**config.mk**
```make
export PLATFORM = sky130hd
export DESIGN_NAME = tx_bist_enable_and_bonded_encode_ctl
export DESIGN_NICKNAME = d
export VERILOG_FILES = /design/src/tx_ctl_pkg.sv /design/src/pin_sync3.sv /design/src/bist_lfsr.sv /design/src/tx_bist_enable_and_bonded_encode_ctl.sv
export VERILOG_INCLUDE_DIRS = /design/src
export SDC_FILE = /design/constraint.sdc
export NUM_CORES = 1
export LEC_CHECK = 0
export BUFFER_PORTS_ARGS = -buffer_cell sky130_fd_sc_hd__buf_2
export CELL_PAD_IN_SITES_DETAIL_PLACEMENT = 1
export CELL_PAD_IN_SITES_GLOBAL_PLACEMENT = 1
export CORE_MARGIN = 4
export CORE_UTILIZATION = 42
export CTS_CLUSTER_DIAMETER = 30
export DETAILED_ROUTE_END_ITERATION = 7
export GPL_TIMING_DRIVEN = 0
export PLACE_DENSITY_LB_ADDON = 0.1
export SYNTH_ARGS = -nofsm -noshare
export SYNTH_HDL_FRONTEND = slang
export SYNTH_SLANG_ARGS = --single-unit
```
**constraint.sdc**
```tcl
create_clock -name core_clk_in -period 2.9 [get_ports core_clk_in]
set_input_delay 0.58 -clock core_clk_in [delete_from_list [all_inputs] [get_ports core_clk_in]]
set_output_delay 0.58 -clock core_clk_in [all_outputs]
set_load 0.05 [all_outputs]
```
**src/tx_ctl_consts.svh**
```systemverilog
// constants for the transmit control block: offsets, fields, resets, counts
// assumes it is included by bare name from the package and each file that uses its macros
`ifndef TX_CTL_CONSTS_SVH
`define TX_CTL_CONSTS_SVH

// apb register map, byte addresses
`define APB_AW 12
`define CTRL_OFS 12'h000
`define STAT_OFS 12'h004

// control register fields
`define CTRL_LOOP_BIT 0
`define CTRL_SPD_LSB 1
`define CTRL_SPD_MSB 2
`define CTRL_RATIO_BIT 3
`define CTRL_BOND_LSB 4
`define CTRL_BOND_MSB 5
`define CTRL_RXCK_LSB 6
`define CTRL_RXCK_MSB 7
`define CTRL_INSEL_LSB 8
`define CTRL_INSEL_MSB 11
`define CTRL_RST 12'h012

// three-level select encodings
`define TERN_LOW 2'h0
`define TERN_MID 2'h1
`define TERN_HIGH 2'h2

// clock multiplier factors
`define MULT_X10 5'h0a
`define MULT_X20 5'h14

// latch reset values
`define ST_LATCH_RST 8'hff
`define OE_LATCH_RST 8'h00

// self-test pattern and word sync
`define LFSR_SEED 9'h1ff
`define WS_LEN 5'h10
`define WS_ONE 5'h01
`define WS_NONE 5'h00

// control codes on the character control pair
`define CODE_DATA 2'h0
`define CODE_FILL 2'h1
`define CODE_SPEC 2'h2
`define CODE_SYNC 2'h3

// fill character data byte
`define FILL_BYTE 8'hbc

`endif

```
**src/tx_ctl_pkg.sv**
```systemverilog
// types shared by the transmit control block and its bench
// assumes the constants header is on the include path
`include "tx_ctl_consts.svh"

package tx_ctl_pkg;

  // kind of character handed to the encoder per lane
  typedef enum logic [2:0] {
    K_DATA = 3'h0,
    K_FILL = 3'h1,
    K_SYNC = 3'h3,
    K_SPEC = 3'h2,
    K_BIST = 3'h6
  } char_kind_e;

  typedef struct packed {
    char_kind_e kind;
    logic k_flag;
    logic [7:0] data;
  } lane_char_s;

  typedef struct packed {
    logic [`APB_AW-1:0] paddr;
    logic psel;
    logic penable;
    logic pwrite;
    logic [31:0] pwdata;
  } apb_req_s;

  typedef struct packed {
    logic [31:0] prdata;
    logic pready;
    logic pslverr;
  } apb_rsp_s;

  // self-test sequencer, gray along idle, sync, run
  typedef enum logic [1:0] {
    BS_IDLE = 2'b00,
    BS_SYNC = 2'b01,
    BS_RUN = 2'b11
  } bist_st_e;

endpackage

```
**src/pin_sync3.sv**
```systemverilog
// three-stage synchroniser for pin levels with an agree filter
// assumes pins are asynchronous to core_clk_in
`timescale 1ns/100ps
`default_nettype none

module pin_sync3 #(
  parameter int W = 11
) (
  input wire logic core_clk_in,
  input wire logic resetn_in,
  input wire logic [W-1:0] pin_in,
  output var logic [W-1:0] level_out
);

  logic [W-1:0] s1_q;
  logic [W-1:0] s2_q;
  logic [W-1:0] s3_q;

  // shift chain; s1 feeds only s2
  always_ff @(posedge core_clk_in or negedge resetn_in) begin
    if (!resetn_in) begin
      s1_q <= '0;
      s2_q <= '0;
      s3_q <= '0;
    end else begin
      s1_q <= pin_in;
      s2_q <= s1_q;
      s3_q <= s2_q;
    end
  end

  // a bit moves only once stages two and three agree
  always_ff @(posedge core_clk_in or negedge resetn_in) begin
    if (!resetn_in) begin
      level_out <= '0;
    end else begin
      level_out <= (s2_q & ~(s2_q ^ s3_q)) | (level_out & (s2_q ^ s3_q));
    end
  end

endmodule // pin_sync3

`default_nettype wire

```
**src/bist_lfsr.sv**
```systemverilog
// nine-bit pattern register for the self-test generator, 511 states
// assumes the caller steps it once per character
`timescale 1ns/100ps
`default_nettype none
`include "tx_ctl_consts.svh"

module bist_lfsr (
  input wire logic core_clk_in,
  input wire logic resetn_in,
  input wire logic step_in,
  input wire logic clear_in,
  output var logic [8:0] state_out,
  output logic wrap_out
);

  logic [8:0] next_d;

  // taps 9 and 5 give the maximal length; all-zero is never reached
  assign next_d = {state_out[7:0], state_out[8] ^ state_out[4]};
  assign wrap_out = step_in & (next_d == `LFSR_SEED);

  always_ff @(posedge core_clk_in or negedge resetn_in) begin
    if (!resetn_in) begin
      state_out <= `LFSR_SEED;
    end else if (clear_in) begin
      state_out <= `LFSR_SEED;
    end else if (step_in) begin
      state_out <= next_d;
    end
  end

endmodule // bist_lfsr

`default_nettype wire

```
**src/tx_bist_enable_and_bonded_encode_ctl.sv**
```systemverilog
// transmit control: enable latches, self-test, bonded encode, loopback,
// clock multiplier select, with an apb register slave
// assumes one core clock; pins are asynchronous, host characters are not
`timescale 1ns/100ps
`default_nettype none
`include "tx_ctl_consts.svh"

// Notes on behaviour
// - open latch: low bit enables its lane self-test generator or checker
// - latch closing captures all bus bits and holds them until reopened
// - device reset forces every self-test latch bit high
// - enabled lane runs a 511-character pseudo-random pattern register
// - host character and control inputs ignored while lane self-test runs
// - common receive clocking: 16-character sync before each pattern pass
// - drive latch open passes bus bits straight to the serial drivers
// - high bit turns driver on, low bit turns it off at low power
// - both drivers of a lane off puts the lane logic in low power
// - drive latch closing captures bus bits and holds them until reopened
// - bus bit pairs map lanes A..D; even receive side, odd transmit side
// - quad mode, lane B bit 0 low: lane A code from its own pair
// - quad mode: lanes B, C, D use own bit 1 and lane A bit 0
// - quad mode: lane B bit 0 high starts word sync on all lanes
// - loopback drives a static logic one on every enabled driver
// - loopback routes each lane's transmit data to its own recovery input
// - multiplier factor is 10 or 20 by ratio select, plus character clock
// - per-lane input select picks one of two line receivers
// - quad bonding selected when bonding select is at its high level
// - quad mode ignores bit 0 of lanes C and D control
module tx_bist_enable_and_bonded_encode_ctl (
  input wire logic core_clk_in,
  input wire logic resetn_in,
  input wire tx_ctl_pkg::apb_req_s apb_req_in,
  output tx_ctl_pkg::apb_rsp_s apb_rsp_out,
  input wire logic [7:0] shared_enable_bus_in,
  input wire logic selftest_latch_enable_in,
  input wire logic drive_latch_enable_in,
  input wire logic device_reset_low_in,
  input wire logic [3:0][7:0] tx_char_in,
  input wire logic [3:0][1:0] tx_char_ctl_in,
  output tx_ctl_pkg::lane_char_s [3:0] lane_char_out,
  output logic [7:0] serial_drv_en_out,
  output logic drv_static_one_out,
  output logic [3:0] lane_low_power_out,
  output logic [3:0] rx_bist_en_out,
  output logic [3:0] tx_bist_active_out,
  output logic [3:0] loop_route_out,
  output logic [3:0] line_input_select_out,
  output logic [4:0] mult_factor_out,
  output logic [1:0] speed_range_out
);
  import tx_ctl_pkg::*;

  // ----------------------------------------------------------------
  // pin synchronisers
  // ----------------------------------------------------------------
  logic [10:0] pins_sync;
  logic [7:0] bus_s;
  logic st_le_s;
  logic oe_le_s;
  logic dev_rst_n_s;

  pin_sync3 #(
    .W(11)
  ) u_pin_sync (
    .core_clk_in(core_clk_in),
    .resetn_in(resetn_in),
    .pin_in({device_reset_low_in, drive_latch_enable_in,
             selftest_latch_enable_in, shared_enable_bus_in}),
    .level_out(pins_sync)
  );

  // sync resets to zero, so the device reset looks asserted at first
  assign bus_s = pins_sync[7:0];
  assign st_le_s = pins_sync[8];
  assign oe_le_s = pins_sync[9];
  assign dev_rst_n_s = pins_sync[10];

  // ----------------------------------------------------------------
  // enable latches
  // ----------------------------------------------------------------
  logic [7:0] st_latch_q;
  logic [7:0] oe_latch_q;

  always_ff @(posedge core_clk_in or negedge resetn_in) begin
    if (!resetn_in) begin
      st_latch_q <= `ST_LATCH_RST;
    end else if (!dev_rst_n_s) begin
      st_latch_q <= `ST_LATCH_RST;
    end else if (st_le_s) begin
      st_latch_q <= bus_s;
    end
  end

  always_ff @(posedge core_clk_in or negedge resetn_in) begin
    if (!resetn_in) begin
      oe_latch_q <= `OE_LATCH_RST;
    end else if (oe_le_s) begin
      oe_latch_q <= bus_s;
    end
  end

  // ----------------------------------------------------------------
  // apb register slave
  // ----------------------------------------------------------------
  logic [11:0] ctrl_q;
  logic [31:0] prdata_q;
  logic pslverr_q;
  logic ap_setup;
  logic ap_access;
  logic hit_ctrl;
  logic hit_stat;
  logic [31:0] stat_word;

  assign ap_setup = apb_req_in.psel & ~apb_req_in.penable;
  assign ap_access = apb_req_in.psel & apb_req_in.penable;
  assign hit_ctrl = apb_req_in.paddr == `CTRL_OFS;
  assign hit_stat = apb_req_in.paddr == `STAT_OFS;

  // status: latches, active self-test lanes, low-power lanes
  assign stat_word = {8'h00, lane_low_power_out, tx_bist_active_out,
                      st_latch_q, oe_latch_q};

  // zero-wait slave; read data is fetched in setup so it comes off a flop
  assign apb_rsp_out.prdata = prdata_q;
  assign apb_rsp_out.pready = 1'b1;
  assign apb_rsp_out.pslverr = pslverr_q & ap_access;

  // read data and error flag captured during setup
  always_ff @(posedge core_clk_in or negedge resetn_in) begin
    if (!resetn_in) begin
      prdata_q <= 32'h0000_0000;
      pslverr_q <= 1'b0;
    end else if (ap_setup) begin
      pslverr_q <= ~(hit_ctrl | hit_stat) |
                   (hit_stat & apb_req_in.pwrite);
      if (apb_req_in.pwrite) begin
        prdata_q <= 32'h0000_0000;
      end else if (hit_ctrl) begin
        prdata_q <= {20'h0_0000, ctrl_q};
      end else if (hit_stat) begin
        prdata_q <= stat_word;
      end else begin
        prdata_q <= 32'h0000_0000;
      end
    end
  end

  // control writes land at the access edge only
  always_ff @(posedge core_clk_in or negedge resetn_in) begin
    if (!resetn_in) begin
      ctrl_q <= `CTRL_RST;
    end else if (ap_access && apb_req_in.pwrite && hit_ctrl) begin
      ctrl_q <= apb_req_in.pwdata[11:0];
    end
  end

  // ----------------------------------------------------------------
  // control field decode
  // ----------------------------------------------------------------
  logic loop_en;
  logic ratio_sel;
  logic [1:0] bond_sel;
  logic [1:0] rxck_sel;
  logic quad_mode;
  logic common_clk;

  assign loop_en = ctrl_q[`CTRL_LOOP_BIT];
  assign ratio_sel = ctrl_q[`CTRL_RATIO_BIT];
  assign bond_sel = ctrl_q[`CTRL_BOND_MSB:`CTRL_BOND_LSB];
  assign rxck_sel = ctrl_q[`CTRL_RXCK_MSB:`CTRL_RXCK_LSB];

  // quad bonding at the high level
  assign quad_mode = bond_sel == `TERN_HIGH;
  // mid level means per-lane clocking; anything else is common
  assign common_clk = rxck_sel != `TERN_MID;

  // ----------------------------------------------------------------
  // static outputs: drivers, loopback, multiplier, receiver select
  // ----------------------------------------------------------------
  // driver on or off per bit
  assign serial_drv_en_out = oe_latch_q;
  assign drv_static_one_out = loop_en;
  assign loop_route_out = {4{loop_en}};
  assign line_input_select_out = ctrl_q[`CTRL_INSEL_MSB:`CTRL_INSEL_LSB];
  // speed range handed to the multiplier as set
  assign speed_range_out = ctrl_q[`CTRL_SPD_MSB:`CTRL_SPD_LSB];

  // ratio select chooses times ten or twenty
  always_ff @(posedge core_clk_in or negedge resetn_in) begin
    if (!resetn_in) begin
      mult_factor_out <= `MULT_X10;
    end else begin
      mult_factor_out <= ratio_sel ? `MULT_X20 : `MULT_X10;
    end
  end

  // ----------------------------------------------------------------
  // per-lane self-test and character encode
  // ----------------------------------------------------------------
  logic quad_sync_all;
  // in quad mode, lane B bit 0 starts sync on all lanes
  assign quad_sync_all = quad_mode & tx_char_ctl_in[1][0];

  genvar gi;
  generate
    for (gi = 0; gi < 4; gi++) begin : g_lane
      logic bist_en;
      logic [1:0] code;
      logic ws_start;
      logic ws_busy;
      logic lfsr_step;
      logic lfsr_clr;
      logic lfsr_wrap;
      logic [8:0] lfsr_state;
      logic [4:0] ws_cnt_q;
      bist_st_e bst_q;
      lane_char_s char_d;

      // odd bits transmit side, even bits receive side
      assign bist_en = ~st_latch_q[2*gi+1];
      assign rx_bist_en_out[gi] = ~st_latch_q[2*gi];
      assign tx_bist_active_out[gi] = bst_q != BS_IDLE;
      // both drivers off means lane low power
      assign lane_low_power_out[gi] = ~oe_latch_q[2*gi] &
                                      ~oe_latch_q[2*gi+1];

      // lane A code from its own pair
      // in quad mode, other lanes pair own bit 1 with lane A bit 0
      // lanes C and D bit 0 unused in quad mode
      always_comb begin
        if (quad_mode) begin
          code = {tx_char_ctl_in[gi][1], tx_char_ctl_in[0][0]};
        end else begin
          code = tx_char_ctl_in[gi];
        end
      end

      assign ws_busy = ws_cnt_q != `WS_NONE;

      // sync ahead of each pass under common clocking
      // bonded start on every lane at once
      always_comb begin
        ws_start = 1'b0;
        if (bist_en) begin
          ws_start = common_clk &
                     ((bst_q == BS_IDLE) | ((bst_q == BS_RUN) & lfsr_wrap));
        end else if (!ws_busy) begin
          ws_start = quad_sync_all | (code == `CODE_SYNC);
        end
      end

      // word sync counter; a running sequence ignores requests; a self-test enable change cuts it
      always_ff @(posedge core_clk_in or negedge resetn_in) begin
        if (!resetn_in) begin
          ws_cnt_q <= `WS_NONE;
        end else if (bist_en != tx_bist_active_out[gi] && !ws_start) begin
          ws_cnt_q <= `WS_NONE;
        end else if (ws_start && bst_q == BS_RUN) begin
          // last pattern character fills the start cycle: all 16 follow
          ws_cnt_q <= `WS_LEN;
        end else if (ws_start) begin
          // the start cycle already shows one sync character
          ws_cnt_q <= `WS_LEN - `WS_ONE;
        end else if (ws_busy) begin
          ws_cnt_q <= ws_cnt_q - `WS_ONE;
        end
      end

      // pattern register steps once per character while running
      assign lfsr_step = bst_q == BS_RUN;
      assign lfsr_clr = bst_q == BS_IDLE;

      bist_lfsr u_lfsr (
        .core_clk_in(core_clk_in),
        .resetn_in(resetn_in),
        .step_in(lfsr_step),
        .clear_in(lfsr_clr),
        .state_out(lfsr_state),
        .wrap_out(lfsr_wrap)
      );

      // self-test sequencer
      always_ff @(posedge core_clk_in or negedge resetn_in) begin
        if (!resetn_in) begin
          bst_q <= BS_IDLE;
        end else if (!bist_en) begin
          bst_q <= BS_IDLE;
        end else begin
          unique case (bst_q)
            BS_IDLE: begin
              bst_q <= common_clk ? BS_SYNC : BS_RUN;
            end
            BS_SYNC: begin
              if (ws_cnt_q == `WS_ONE) begin
                bst_q <= BS_RUN;
              end
            end
            BS_RUN: begin
              if (lfsr_wrap && common_clk) begin
                bst_q <= BS_SYNC;
              end
            end
          endcase
        end
      end

      // host inputs ignored while self-test owns the lane
      always_comb begin
        char_d.kind = K_DATA;
        char_d.k_flag = 1'b0;
        char_d.data = tx_char_in[gi];
        if (tx_bist_active_out[gi]) begin
          char_d.kind = ws_busy ? K_SYNC : K_BIST;
          char_d.k_flag = lfsr_state[8];
          char_d.data = lfsr_state[7:0];
        end else if (ws_busy || ws_start) begin
          char_d.kind = K_SYNC;
          char_d.data = `FILL_BYTE;
        end else if (code == `CODE_FILL) begin
          char_d.kind = K_FILL;
          char_d.k_flag = 1'b1;
          char_d.data = `FILL_BYTE;
        end else if (code == `CODE_SPEC) begin
          char_d.kind = K_SPEC;
          char_d.k_flag = 1'b1;
        end
      end

      // character register toward the encoder
      always_ff @(posedge core_clk_in or negedge resetn_in) begin
        if (!resetn_in) begin
          lane_char_out[gi] <= '0;
        end else begin
          lane_char_out[gi] <= char_d;
        end
      end
    end
  endgenerate

endmodule // tx_bist_enable_and_bonded_encode_ctl

`default_nettype wire

```
==> results.sh <==
export IMPL_status="complete, no violations"
export IMPL_synthTopCellsByArea="dfrtp_1 (45%), dfstp_2 (14%), ha_1 (4.9%)"
export IMPL_clk_latency_ps=530
export IMPL_rsz0062_at_grt="no"
export IMPL_numCtsBuffers=46
export IMPL_synth_top_area_share=0.450
export IMPL_crit_required_ps=2320
export IMPL_post_place_ws_ps=208
export IMPL_gp_congestion=0.779
export IMPL_setup_worst_path_class="reg2out"
export IMPL_crit_fanout=19
export IMPL_final_common_cell="buf_2"
export IMPL_hold_violations=0
export IMPL_clock_skew_ps=16.0
export IMPL_ys_ff_latch=211
export IMPL_coreArea_sq_mm=0.0212
export IMPL_place_hpwl_um=17100
export IMPL_slew_headroom=0.428
export IMPL_hp_class="in2async"
export IMPL_synth_warnings=0
export IMPL_drt_first_pass_iters=4
export IMPL_reg2regPathDepth=8
export IMPL_cts_setup_buffers=0
export IMPL_gr_usage_all_layers=0.211
export IMPL_crit_path_end_kind="output port"
export IMPL_p_total_mw=11.6
export IMPL_drive_gt1_frac=0.342
export IMPL_drt_wl_total_um=25200
export IMPL_overflow=0
export IMPL_dieArea_sq_mm=0.0241
export IMPL_setup_viol=0
export IMPL_powerDensity_mw_per_mm2=962
export IMPL_critPathLaunch="g_lane[3].bst_q[0]$_DFFE_PN0P_"
export IMPL_seq_power_share=0.319
export IMPL_drt_vias_per_instance=4.98
export IMPL_vias=6853
export IMPL_tightestPinTransition_ps=858
export IMPL_synth_area_sq_mm=0.00911
export IMPL_synthArstFlopShare=1.00
export IMPL_io_pins=218
export IMPL_antenna_found_initial=0
export IMPL_reg2reg_to="lane_char_out[19]$_DFF_PN0_"
export IMPL_fp_dieW_um=155
export IMPL_arrival_ps=2070
export IMPL_cts_hold_buf=0
export IMPL_r2r_start="ctrl_q[4]$_DFFE_PN1P_"
export IMPL_synth_compound_area_share=0.112
export IMPL_drv_slew=0
export IMPL_antenna_left=0
export IMPL_clk_path_buf_depth=3
export IMPL_irDropWorstVdd_uv=663
export IMPL_htreeDepth=2
export IMPL_die_h_um=155
export IMPL_synthDistinctLibCells=55
export IMPL_switching_share=0.319
export IMPL_drcViolationCount=0
export IMPL_synth_largest_area_cell="dfrtp_1"
export IMPL_cts_tree="yes"
export IMPL_p_leak_nw=5.97
export IMPL_crit_path_end="tx_bist_active_out[3]"
export IMPL_start_util=0.431
export IMPL_cp_start_kind="flip-flop"
export IMPL_synth_simple_area_share=0.111
export IMPL_numPortBuffers=186
export IMPL_synth_adder_area_share=0.0615
export IMPL_drt_wirelength_per_cell_um=18.3
export IMPL_netSwitchingPower_mw=3.71
export IMPL_synth_area_mux_share=0.0448
export IMPL_rows=53
export IMPL_clk_pin_slew_worst_paths_ps=40
export IMPL_yosysSeqAreaShare=0.586
export IMPL_syn2layout_area_growth_pct=32.6
export IMPL_synth_edf_count=0
export IMPL_min_period_over_period=0.912
export IMPL_final_cell_mix="buf_2 (186), dfrtp_1 (164), inv_1 (73)"
export IMPL_synth_top_flop_cell="dfrtp_1"
export IMPL_yosys_area_share_xor_xnor=0.0202
export IMPL_p_int_mw=7.91
export IMPL_grt_pass1_vias=7543
export IMPL_grt_max_degree=112
export IMPL_nNetsFinal=1200
export IMPL_grt_pass1_wl_um=41000
export IMPL_finalWorstPathRequiredPeriod_ps=2650
export IMPL_power_frac_clock=0.465
export IMPL_antennaDiodeCount=0
export IMPL_maxCapViolations=0
export IMPL_syn_avg_cell_area_sq_um=11.1
export IMPL_cts_root_buf="clkbuf_16"
export IMPL_worst_r2r_setup_slack_ps=370
export IMPL_worst_slack_ps=254
export IMPL_drt_initial_drc_count=210
export IMPL_p_comb_frac=0.216
export IMPL_fmax_ghz=0.378
export IMPL_syn_inst=822
export IMPL_synth_top_family_by_area="compound AO/OA/AOI/OAI gates"
export IMPL_cts_sinks=211
worst min-delay path by stage:
stage	slack (ps)	end	cells past startpoint	start
after global placement	330	u_pin_sync.s2_q[8]$_DFF_PN0_	0	u_pin_sync.s1_q[8]$_DFF_PN0_
after CTS	130	u_pin_sync.s1_q[9]$_DFF_PN0_	1	drive_latch_enable_in
after floorplan	280	asynchronous set/reset pin	0	resetn_in
final	140	lane_char_out[24]$_DFF_PN0_	1	resetn_in
after global routing	140	u_pin_sync.s1_q[4]$_DFF_PN0_	1	shared_enable_bus_in[4]
after detailed placement	340	u_pin_sync.s2_q[3]$_DFF_PN0_	0	u_pin_sync.s1_q[3]$_DFF_PN0_
registers in the layout, summed over array words and instances, names as in the netlist, named ones only:
name                     count
g_lane.u_lfsr.state_out     36
prdata_q                    24
g_lane.ws_cnt_q             20
st_latch_q                   8
u_pin_sync.s2_q             11
pslverr_q                    1
u_pin_sync.s1_q             11
serial_drv_en_out            8
ctrl_q                      12
mult_factor_out              2
g_lane.bst_q                 8
u_pin_sync.s3_q             11
lane_char_out               48
power groups by stage:
stage / clock network [mW] / registers (mW) / logic (mW)
2_1_floorplan: 0 / 4.18 / 1.34
3_3_place_gp: 0 / 3.72 / 2.44
3_5_place_dp: 0 / 3.74 / 2.50
4_1_cts: 5.50 / 3.71 / 2.55
5_1_grt: 5.68 / 3.75 / 2.77
6_report: 5.40 / 3.70 / 2.51
synth_stat cells (6+ instances only):
cell,count
a22o_1,8
nand3b_1,8
dfstp_2,47
mux2i_1,16
nor2_1,45
o22a_1,8
dfrtp_1,164
ha_1,36
nor3_1,40
mux2_2,22
xor2_1,7
xnor2_1,14
nand2_1,70
clkbuf_1,31
o22ai_1,11
a2bb2oi_1,9
buf_4,22
nand2b_1,6
inv_1,73
o21ai_0,48
nand3_1,8
maj3_1,11
a21oi_1,43
cell families after synthesis:
logic type,after synthesis
multiplexers,38
XOR/XNOR,21
flip-flops,211
other,2
buffers and inverters,129
AO/OA/AOI/OAI,162
adder cells (fa/ha/maj),47
AND/OR/NAND/NOR,212
worst max-delay path, stage by stage, from the launching register on:
cell and delay, ps:
dfrtp_1 430, inv_1 80, ha_1 250, clkbuf_2 290, inv_1 190, buf_2 290
per-layer routing:
metal  share of wire  GRT usage  wire [um]
met1            0.42      0.264      10700
met2            0.51      0.368      12800
met3           0.055     0.0534       1380
met4           0.014     0.0500        352
met5               0          0          0
metrics by stage:
| step | TNS (ps) | hold slack (ps) | cells | util | area (sq um) |
|---|---|---|---|---|---|
| final | 0 | 137 | 1376 | 0.571 | 12100 |
| after global routing | 0 | 135 | 1376 | 0.571 | 12100 |
| after CTS | 0 | 135 | 1377 | 0.571 | 12100 |
| after detailed placement | 0 | 336 | 1292 | 0.494 | 10500 |
| after global placement | -447790 | 332 | 1291 | 0.493 | 10400 |
| after floorplan | 0 | 284 | 830 | - | 9140 |
area by class of cell:
type	instances	area, sq um
buffer	55	309
clock buffer	56	1250
clock inverter	29	374
fill	2337	9070
inverter	73	274
multi-input combinational	490	3220
sequential	211	5340
tap	275	344
timing repair buffer	187	968
repair_timing:
item | in CTS | in global routing
resized for setup | 2 | 4
setup endpoints to repair | 1 | 3
hold endpoints to repair | 0 | 0
No activity file was read; power rests on OpenSTA's default activity.
